$ cat src/hdl/fbp_pkg.sv
// Purpose: constants and types for the flash block protection logic
// Assumes: 100 MHz sys_clk, AXI4-Lite register access
// Notes: offsets are byte addresses of 32-bit words
package fbp_pkg;
   localparam int SYS_CLK_MHZ = 100;
   localparam int BLK_LOG2 = 11;
   localparam int NB_LOG2 = 6;
   localparam int NB = 64;
   localparam int ADDR_W = 8;
   localparam logic [7:0] CPU_RST = 8'(SYS_CLK_MHZ);
   localparam logic [15:0] PROG_US = 16'h0014;
   localparam logic [15:0] ERASE_US = 16'h0028;
   localparam logic [15:0] COMMIT_US = 16'h0028;
   localparam logic [31:0] USER_ERASED = 32'hffffffff;
   localparam logic [7:0] OFS_CTRL = 8'h00;
   localparam logic [7:0] OFS_STAT = 8'h04;
   localparam logic [7:0] OFS_BADDR = 8'h08;
   localparam logic [7:0] OFS_LVL = 8'h0c;
   localparam logic [7:0] OFS_QRES = 8'h10;
   localparam logic [7:0] OFS_USEC = 8'h14;
   localparam logic [7:0] OFS_USER0 = 8'h18;
   localparam logic [7:0] OFS_USER1 = 8'h1c;
   localparam logic [7:0] OFS_ISTS = 8'h20;
   localparam logic [7:0] OFS_IEN = 8'h24;
   localparam logic [7:0] OFS_ICLR = 8'h28;
   localparam logic [7:0] OFS_IMSK = 8'h2c;
   localparam int STAT_BUSY = 0;
   localparam int STAT_FAIL = 1;
   localparam int STAT_DONE = 2;
   localparam int IRQ_VIOL = 0;
   localparam int IRQ_OPDONE = 1;
   localparam logic [1:0] RESP_OKAY = 2'b00;
   localparam logic [1:0] RESP_SLVERR = 2'b10;
   typedef enum logic [1:0] {
      level_full_access = 2'b00,
      level_no_modify = 2'b01,
      level_fetch_only = 2'b10,
      level_undefined = 2'b11
   } fbp_level_t;
   typedef enum logic [1:0] {
      acc_fetch = 2'b00,
      acc_data_read = 2'b01,
      acc_erase = 2'b10,
      acc_program = 2'b11
   } fbp_acc_kind_t;
   typedef enum logic [2:0] {
      cmd_none = 3'b000,
      protection_change = 3'b001,
      protection_query = 3'b010,
      protection_commit = 3'b011,
      user_word_commit = 3'b100
   } fbp_cmd_t;
   typedef enum logic [1:0] {
      op_prot_commit = 2'b00,
      op_user_commit = 2'b01,
      op_erase = 2'b10,
      op_program = 2'b11
   } fbp_op_t;
   typedef enum logic {
      st_idle = 1'b0,
      st_timed = 1'b1
   } fbp_state_t;
   typedef struct packed {
      logic valid;
      fbp_acc_kind_t kind;
      logic [31:0] addr;
   } fbp_acc_req_t;
   typedef struct packed {
      logic [NB*2-1:0] lvl;
      logic [NB*2-1:0] nv_lvl;
      logic [31:0] usr0;
      logic [31:0] usr1;
      logic [31:0] nv_usr0;
      logic [31:0] nv_usr1;
      logic [7:0] cpu;
      fbp_state_t st;
      fbp_op_t op;
      logic [7:0] div;
      logic [15:0] ucnt;
      logic [31:0] baddr;
      fbp_level_t arg;
      fbp_level_t qres;
      logic fail;
      logic done;
      logic [1:0] ists;
      logic [1:0] ien;
      logic irq;
      logic aw_got;
      logic w_got;
      logic [ADDR_W-1:0] waddr;
      logic [31:0] wdata;
      logic [3:0] wstrb;
      logic awready;
      logic wready;
      logic bvalid;
      logic [1:0] bresp;
      logic arready;
      logic rvalid;
      logic [31:0] rdata;
      logic [1:0] rresp;
      logic acc_ok;
      logic acc_fault;
      logic err_s1;
      logic err_s2;
   } fbp_regs_t;
endpackage

$ cat src/hdl/fbp_top.sv
// Purpose: flash block protection, user words and op timing
// Assumes: AXI4-Lite master, one access at a time per direction
// Notes: permanent store modelled by nv_* fields, cleared only by por_rst
//
// The placing of the registers and register access over AXI4-Lite were left to the implementer.
`timescale 1ns/1ps
module fbp_top (
   input wire logic sys_clk,
   input wire logic rst,
   input wire logic por_rst,
   input wire logic [fbp_pkg::ADDR_W-1:0] s_axi_awaddr,
   input wire logic s_axi_awvalid,
   output logic s_axi_awready,
   input wire logic [31:0] s_axi_wdata,
   input wire logic [3:0] s_axi_wstrb,
   input wire logic s_axi_wvalid,
   output logic s_axi_wready,
   output logic [1:0] s_axi_bresp,
   output logic s_axi_bvalid,
   input wire logic s_axi_bready,
   input wire logic [fbp_pkg::ADDR_W-1:0] s_axi_araddr,
   input wire logic s_axi_arvalid,
   output logic s_axi_arready,
   output logic [31:0] s_axi_rdata,
   output logic [1:0] s_axi_rresp,
   output logic s_axi_rvalid,
   input wire logic s_axi_rready,
   input wire fbp_pkg::fbp_acc_req_t acc_req,
   output logic acc_ok,
   output logic acc_fault,
   input wire logic nv_error,
   output logic busy,
   output logic irq
);
   import fbp_pkg::*;

   fbp_regs_t s_reg;
   fbp_regs_t s_next;

   function automatic logic [NB_LOG2-1:0] blk_idx(input logic [31:0] a);
      return a[BLK_LOG2+NB_LOG2-1:BLK_LOG2];
   endfunction

   function automatic logic in_range(input logic [31:0] a);
      return a[31:BLK_LOG2+NB_LOG2] == '0;
   endfunction

   function automatic fbp_level_t lvl_get(input logic [NB*2-1:0] t,
                                          input logic [NB_LOG2-1:0] i);
      return fbp_level_t'(t[{i, 1'b0} +: 2]);
   endfunction

   function automatic logic [31:0] merge(input logic [31:0] o,
                                         input logic [31:0] d,
                                         input logic [3:0] b);
      logic [31:0] r;
      r = o;
      for (int k = 0; k < 4; k++) begin
         if (b[k]) begin
            r[k*8 +: 8] = d[k*8 +: 8];
         end
      end
      return r;
   endfunction

   function automatic logic [15:0] op_time(input fbp_op_t o);
      logic [15:0] t;
      t = COMMIT_US;
      if (o == op_erase) begin
         t = ERASE_US;
      end else if (o == op_program) begin
         t = PROG_US;
      end
      return t;
   endfunction

   always_comb begin
      fbp_regs_t n;
      logic [31:0] wv;
      logic [31:0] rv;
      logic [1:0] resp;
      logic [1:0] iset;
      logic [1:0] iclr;
      logic tick;
      logic prot_ok;
      logic modify;
      logic ok;
      fbp_level_t cur;
      fbp_level_t lv;
      logic [NB_LOG2-1:0] ix;
      n = s_reg;
      wv = '0;
      rv = '0;
      resp = RESP_OKAY;
      iset = '0;
      iclr = '0;
      tick = 1'b0;
      prot_ok = 1'b0;
      modify = 1'b0;
      ok = 1'b0;
      cur = level_full_access;
      lv = level_full_access;
      ix = '0;
      n.acc_ok = 1'b0;
      n.acc_fault = 1'b0;
      // synchroniser for the store's error line
      n.err_s1 = nv_error;
      n.err_s2 = s_reg.err_s1;

      // timed store and modify operations
      if (s_reg.st == st_timed) begin
         tick = (s_reg.div + 8'h01) >= s_reg.cpu;
         n.div = tick ? 8'h00 : s_reg.div + 8'h01;
         if (tick) begin
            n.ucnt = s_reg.ucnt + 16'h0001;
            if (s_reg.ucnt >= op_time(s_reg.op) - 16'h0001) begin
               n.st = st_idle;
               n.ucnt = '0;
               if (s_reg.op == op_erase || s_reg.op == op_program) begin
                  iset[IRQ_OPDONE] = 1'b1;
               end else begin
                  n.done = 1'b1;
                  n.fail = s_reg.err_s2;
                  if (!s_reg.err_s2) begin
                     if (s_reg.op == op_prot_commit) begin
                        n.nv_lvl = s_reg.lvl;
                     end else begin
                        n.nv_usr0 = s_reg.usr0;
                        n.nv_usr1 = s_reg.usr1;
                     end
                  end
               end
            end
         end
      end

      // write channel capture, address and data in either order
      if (s_axi_awvalid && s_reg.awready) begin
         n.aw_got = 1'b1;
         n.waddr = s_axi_awaddr;
      end
      if (s_axi_wvalid && s_reg.wready) begin
         n.w_got = 1'b1;
         n.wdata = s_axi_wdata;
         n.wstrb = s_axi_wstrb;
      end
      if (s_axi_bvalid && s_axi_bready) begin
         n.bvalid = 1'b0;
      end
      if (s_reg.aw_got && s_reg.w_got && !s_reg.bvalid) begin
         n.aw_got = 1'b0;
         n.w_got = 1'b0;
         n.bvalid = 1'b1;
         wv = merge(32'h00000000, s_reg.wdata, s_reg.wstrb);
         if (s_reg.waddr == OFS_CTRL) begin
            // commands are refused while a store is running
            if (s_reg.st != st_idle) begin
               resp = RESP_SLVERR;
            end else if (fbp_cmd_t'(wv[2:0]) == protection_change) begin
               ix = blk_idx(s_reg.baddr);
               cur = lvl_get(s_reg.lvl, ix);
               n.done = 1'b1;
               n.fail = 1'b1;
               if (in_range(s_reg.baddr) && s_reg.arg != level_undefined) begin
                  // strictness grows with the code value
                  if (s_reg.arg >= cur) begin
                     n.fail = 1'b0;
                     n.lvl[{ix, 1'b0} +: 2] = s_reg.arg;
                  end
               end
            end else if (fbp_cmd_t'(wv[2:0]) == protection_query) begin
               n.done = 1'b1;
               n.fail = !in_range(s_reg.baddr);
               n.qres = lvl_get(s_reg.lvl, blk_idx(s_reg.baddr));
            end else if (fbp_cmd_t'(wv[2:0]) == protection_commit) begin
               n.st = st_timed;
               n.op = op_prot_commit;
               n.div = '0;
               n.ucnt = '0;
               n.done = 1'b0;
               n.fail = 1'b0;
            end else if (fbp_cmd_t'(wv[2:0]) == user_word_commit) begin
               n.st = st_timed;
               n.op = op_user_commit;
               n.div = '0;
               n.ucnt = '0;
               n.done = 1'b0;
               n.fail = 1'b0;
            end
         end else if (s_reg.waddr == OFS_BADDR) begin
            n.baddr = merge(s_reg.baddr, s_reg.wdata, s_reg.wstrb);
         end else if (s_reg.waddr == OFS_LVL) begin
            n.arg = fbp_level_t'(wv[1:0]);
            if (!s_reg.wstrb[0]) begin
               n.arg = s_reg.arg;
            end
         end else if (s_reg.waddr == OFS_USEC) begin
            if (s_reg.wstrb[0]) begin
               n.cpu = s_reg.wdata[7:0];
            end
         end else if (s_reg.waddr == OFS_USER0) begin
            if (s_reg.st != st_idle) begin
               resp = RESP_SLVERR;
            end else begin
               n.usr0 = merge(s_reg.usr0, s_reg.wdata, s_reg.wstrb);
            end
         end else if (s_reg.waddr == OFS_USER1) begin
            if (s_reg.st != st_idle) begin
               resp = RESP_SLVERR;
            end else begin
               n.usr1 = merge(s_reg.usr1, s_reg.wdata, s_reg.wstrb);
            end
         end else if (s_reg.waddr == OFS_IEN) begin
            if (s_reg.wstrb[0]) begin
               n.ien = s_reg.wdata[1:0];
            end
         end else if (s_reg.waddr == OFS_ICLR) begin
            iclr = wv[1:0];
         end else begin
            resp = RESP_SLVERR;
         end
         n.bresp = resp;
      end
      n.awready = !n.aw_got && !n.bvalid;
      n.wready = !n.w_got && !n.bvalid;

      // read channel
      if (s_axi_rvalid && s_axi_rready) begin
         n.rvalid = 1'b0;
      end
      if (s_axi_arvalid && s_reg.arready) begin
         resp = RESP_OKAY;
         if (s_axi_araddr == OFS_STAT) begin
            rv[STAT_BUSY] = s_reg.st != st_idle;
            rv[STAT_FAIL] = s_reg.fail;
            rv[STAT_DONE] = s_reg.done;
         end else if (s_axi_araddr == OFS_BADDR) begin
            rv = s_reg.baddr;
         end else if (s_axi_araddr == OFS_LVL) begin
            rv[1:0] = s_reg.arg;
         end else if (s_axi_araddr == OFS_QRES) begin
            rv[1:0] = s_reg.qres;
         end else if (s_axi_araddr == OFS_USEC) begin
            rv[7:0] = s_reg.cpu;
         end else if (s_axi_araddr == OFS_USER0) begin
            rv = s_reg.usr0;
         end else if (s_axi_araddr == OFS_USER1) begin
            rv = s_reg.usr1;
         end else if (s_axi_araddr == OFS_ISTS) begin
            rv[1:0] = s_reg.ists;
         end else if (s_axi_araddr == OFS_IEN) begin
            rv[1:0] = s_reg.ien;
         end else if (s_axi_araddr == OFS_IMSK) begin
            rv[1:0] = s_reg.ists & s_reg.ien;
         end else if (s_axi_araddr == OFS_CTRL || s_axi_araddr == OFS_ICLR) begin
            rv = '0;
         end else begin
            resp = RESP_SLVERR;
         end
         n.rvalid = 1'b1;
         n.rdata = rv;
         n.rresp = resp;
      end
      n.arready = !n.rvalid;

      // access check; the cycle count plays no part here
      if (acc_req.valid) begin
         lv = lvl_get(s_reg.lvl, blk_idx(acc_req.addr));
         modify = acc_req.kind == acc_erase || acc_req.kind == acc_program;
         if (!in_range(acc_req.addr)) begin
            prot_ok = 1'b0;
         end else if (acc_req.kind == acc_fetch) begin
            prot_ok = 1'b1;
         end else if (acc_req.kind == acc_data_read) begin
            prot_ok = lv != level_fetch_only;
         end else begin
            prot_ok = lv == level_full_access;
         end
         // a controller busy in the next cycle refuses modify ops with acc_fault but sets no IRQ_VIOL for them
         ok = prot_ok && !(modify && n.st != st_idle);
         n.acc_ok = ok;
         n.acc_fault = !ok;
         iset[IRQ_VIOL] = !prot_ok;
         if (ok && modify) begin
            n.st = st_timed;
            n.op = acc_req.kind == acc_erase ? op_erase : op_program;
            n.div = '0;
            n.ucnt = '0;
         end
      end

      // a set in the clearing cycle wins
      n.ists = (s_reg.ists & ~iclr) | iset;
      n.irq = |(n.ists & n.ien);

      if (rst || por_rst) begin
         if (por_rst) begin
            n.nv_lvl = '0;
            n.nv_usr0 = USER_ERASED;
            n.nv_usr1 = USER_ERASED;
         end
         n.lvl = n.nv_lvl;
         n.usr0 = n.nv_usr0;
         n.usr1 = n.nv_usr1;
         n.cpu = CPU_RST;
         n.st = st_idle;
         n.op = op_prot_commit;
         n.div = '0;
         n.ucnt = '0;
         n.baddr = '0;
         n.arg = level_full_access;
         n.qres = level_full_access;
         n.fail = 1'b0;
         n.done = 1'b0;
         n.ists = '0;
         n.ien = '0;
         n.irq = 1'b0;
         n.aw_got = 1'b0;
         n.w_got = 1'b0;
         n.waddr = '0;
         n.wdata = '0;
         n.wstrb = '0;
         n.awready = 1'b0;
         n.wready = 1'b0;
         n.bvalid = 1'b0;
         n.bresp = RESP_OKAY;
         n.arready = 1'b0;
         n.rvalid = 1'b0;
         n.rdata = '0;
         n.rresp = RESP_OKAY;
         n.acc_ok = 1'b0;
         n.acc_fault = 1'b0;
         n.err_s1 = 1'b0;
         n.err_s2 = 1'b0;
      end
      s_next = n;
   end

   // store lives in the same struct; only por_rst clears it
   always_ff @(posedge sys_clk) begin
      s_reg <= s_next;
   end

   assign s_axi_awready = s_reg.awready;
   assign s_axi_wready = s_reg.wready;
   assign s_axi_bresp = s_reg.bresp;
   assign s_axi_bvalid = s_reg.bvalid;
   assign s_axi_arready = s_reg.arready;
   assign s_axi_rdata = s_reg.rdata;
   assign s_axi_rresp = s_reg.rresp;
   assign s_axi_rvalid = s_reg.rvalid;
   assign acc_ok = s_reg.acc_ok;
   assign acc_fault = s_reg.acc_fault;
   assign busy = s_reg.st == st_timed;
   assign irq = s_reg.irq;
endmodule

$ cat config.mk
export PLATFORM = sky130hd
export DESIGN_NAME = fbp_top
export DESIGN_NICKNAME = d
export VERILOG_FILES = /design/src/hdl/fbp_pkg.sv /design/src/hdl/fbp_top.sv
export SDC_FILE = /design/constraint.sdc
export NUM_CORES = 1
export LEC_CHECK = 0
export BUFFER_PORTS_ARGS = -buffer_cell sky130_fd_sc_hd__buf_2
export CAP_MARGIN = 30
export CORE_ASPECT_RATIO = 1.25
export CORE_MARGIN = 5
export CORE_UTILIZATION = 60
export CTS_CLUSTER_SIZE = 24
export DETAILED_ROUTE_END_ITERATION = 8
export MAX_ROUTING_LAYER = met4
export PLACE_DENSITY = 0.82
export SLEW_MARGIN = 10
export SYNTH_ARGS = -nofsm -noshare
export SYNTH_HDL_FRONTEND = slang
export SYNTH_SLANG_ARGS = --single-unit
$ cat constraint.sdc
create_clock -name sys_clk -period 5.15 [get_ports sys_clk]
set_input_delay 0.515 -clock sys_clk [delete_from_list [all_inputs] [get_ports sys_clk]]
set_output_delay 0.515 -clock sys_clk [all_outputs]
set_load 0.005 [all_outputs]
==> results.toml <==
[run_status]
status = "completed"

[timing]
fin_worst_skew_ns = 0.0175
slew_viol_final = 0
tightest_slew_ns = 1.07
fin_hold_ws_ns = 0.125
hold_viol = 0
rsz0062_at_grt = "false"
finalSetupViolCount = 0
finalCriticalPeriod_ns = 4.45
fmax_mhz = 225
finalSetupTns_ns = 0
period_share_pct = 86.4
slew_headroom_pct = 27.9

[synth]
syn_inst = 2505
synth_warnings = 0
syn_area_um2 = 25600
synth_edf_count = 192
syn_area_per_cell_um2 = 10.2
ys.flop_type = "dfxtp_1"
yosysUniqueCellTypes = 66
async_flop_share_pct = 0
ys_ff_latch = 551
seq_area_frac_synth_pct = 50.7

[die]
chipWidth_um = 195
dieArea_um2 = 46900
core_um2 = 42100
num_rows = 84
ios = 141
start_util_pct = 60.6
die-height_um = 241

[drt]
wl_mm = 72.2
vias = 20600
vias_per_cell = 6.61
routedWlPerCell_um = 23.1
ant_nets = 0
drc = 0
first_pass_iters = 9
drt_iter0_markers = 2328

[cells_and_area]
largest_reg_flops = 508
fillers = 3094
area_growth_pct = 9.91
regArea_um2 = 13000
layout.nets = 2627
multi_input_area_um2 = 11400
postLayoutCoreUtil_pct = 66.7
drive_gt1_share_pct = 12.9

[critical_path]
startpoint_type = "flip-flop"
cp_max_fo = 32
critPathArrivalTime_ns = 4.78
worstPathRequired_ns = 5.48
crit_type = "flip-flop to flip-flop"
crit_path_end_kind = "flip-flop"

[clock_tree]
post_cts_buffers = 0
htreeDepth = 2
clock_latency_ns = 0.61
path_clk_slew_ns = 0.06
cts_root_buffer = "clkbuf_16"
post_cts_resized = 0
cts_tree = "yes"
cts_hold_buf = 0
cts_made_buffers = 52
clock-sinks = 551
clock_path_buffers = 3

[placed_design]
dpl.hpwl_mm = 48.5
portBuffers = 127
gp_congestion = 0.978

[global_routing]
antenna_found_initial = 3
gr-total-overflow = 0
grt_usage_pct = 30.3
grt_pass1_wl_mm = 111
grt_max_degree = 161
grt_pass1_vias = 20200

[power_and_ir_drop]
power.density_nw_per_um2 = 321
p_leak_nw = 10.3
ir_drop_mv = 0.328

[job]
timing.max_cap.violations = 0

[hold_path]
hp-class = "input pin to flip-flop"
-- synth_stat cells (13+ instances only) --
library cell  instances  area share, %
nor4_1               24           0.59
buf_2                22           0.43
dfxtp_1             359             28
edfxtp_1            192             23
nand2_1             208            3.1
o211ai_1             29           0.85
a31oi_1              14           0.34
mux2i_1             268             10
clkbuf_1            136            2.0
and2_1               18           0.44
and3_1               18           0.44
a21oi_1             188            3.7
inv_1                29           0.43
o21ai_0              39           0.76
o22ai_1             127            3.1
ha_1                 19           0.93
mux4_2               51            4.5
nand2b_1             72            1.8
nor3_1               63            1.2
nor2b_1              15           0.37
buf_4                47            1.4
xor2_1               14           0.48
nand3_1              49           0.96
a22oi_1              37            1.1
nand4_1              13           0.32
nor2_1              296            4.3
-- cell usage in the layout, fill, tap and decap left out, types with 51 or more instances in the layout --
cell type,count
mux4_2,51
mux2i_1,268
o22ai_1,127
nand2b_1,71
a21oi_1,187
edfxtp_1,192
buf_2,128
nor2_1,295
dfxtp_1,358
nand2_1,208
nor3_1,63
clkbuf_16,53
-- per-stage QoR --
step / instance area, um2 / instances / setup WS [ns] / total power [W]
finish: 28100 / 3118 / 0.698 / 0.00902
global placement: 26300 / 3010 / 0.458 / 0.00522
detailed placement: 26300 / 3015 / 0.828 / 0.00525
floorplan: 25600 / 2506 / 1.08 / 0.00506
global route: 28100 / 3118 / 0.574 / 0.00926
CTS: 28000 / 3113 / 0.768 / 0.00903
-- worst max-delay path, stage by stage (launching register included) --
cell and delay (ns):
dfxtp_1 0.70, buf_4 0.37, mux4_2 0.37, mux4_2 0.49, mux4_2 0.52, ha_1 0.28
nand2b_1 0.14, a21oi_1 0.13, a2111oi_0 0.07, buf_4 0.19, a21oi_4 0.49, buf_12 0.30
a21oi_1 0.10
-- final cells by class --
type                       instances  area share (%)
inverter                          29           0.387
antenna                            3          0.0267
timing repair buffer             178            4.23
sequential                       551            46.1
tap                              559            2.49
multi-input combinational       1700            40.7
clock buffer                      75            5.26
clock inverter                    23           0.788
-- per-layer routing --
| metal | wire [um] | track usage, % | vias up |
|---|---|---|---|
| li1 | - | - | 9132 |
| met1 | 25100 | 34.5 | 9699 |
| met2 | 34600 | 49.9 | 1410 |
| met3 | 7080 | 5.71 | 368 |
| met4 | 5350 | 18.6 | 0 |
| met5 | 0 | - | - |
-- where the power goes --
group / internal (W) / leakage [nW] / switching (W) / total [W]
sequential: 0.00461 / 4.82 / 0.0000916 / 0.00470
combinational: 0.000173 / 4.61 / 0.000307 / 0.000481
clock: 0.00220 / 0.819 / 0.00165 / 0.00385
-- cells by family (layout without fill, tap and decap cells) --
group           Yosys count  in the layout  share of synthesized area (%)
compound gates          507            507                           12.2
xor+xnor                 26             26                          0.891
fa+ha+maj                19             19                          0.930
buf+inv                 255            305                           4.87
flops                   551            551                           50.7
mux                     331            331                           15.8
other cells               2              6                         0.0294
simple gates            814            814                           14.7
-- final timing paths --
| kind | startpoint | endpoint | slack [ns] | cells past startpoint |
|---|---|---|---|---|
| min | nv_error | s_reg[1] | 0.13 | 2 |
| min reg2reg | s_reg[82] | s_reg[82] | 0.46 | 2 |
| max | s_reg[114] | s_reg[465] | 0.70 | 12 |
| max reg2reg | s_reg[114] | s_reg[465] | 0.70 | 12 |
No activity file was read; power rests on OpenSTA's default activity.
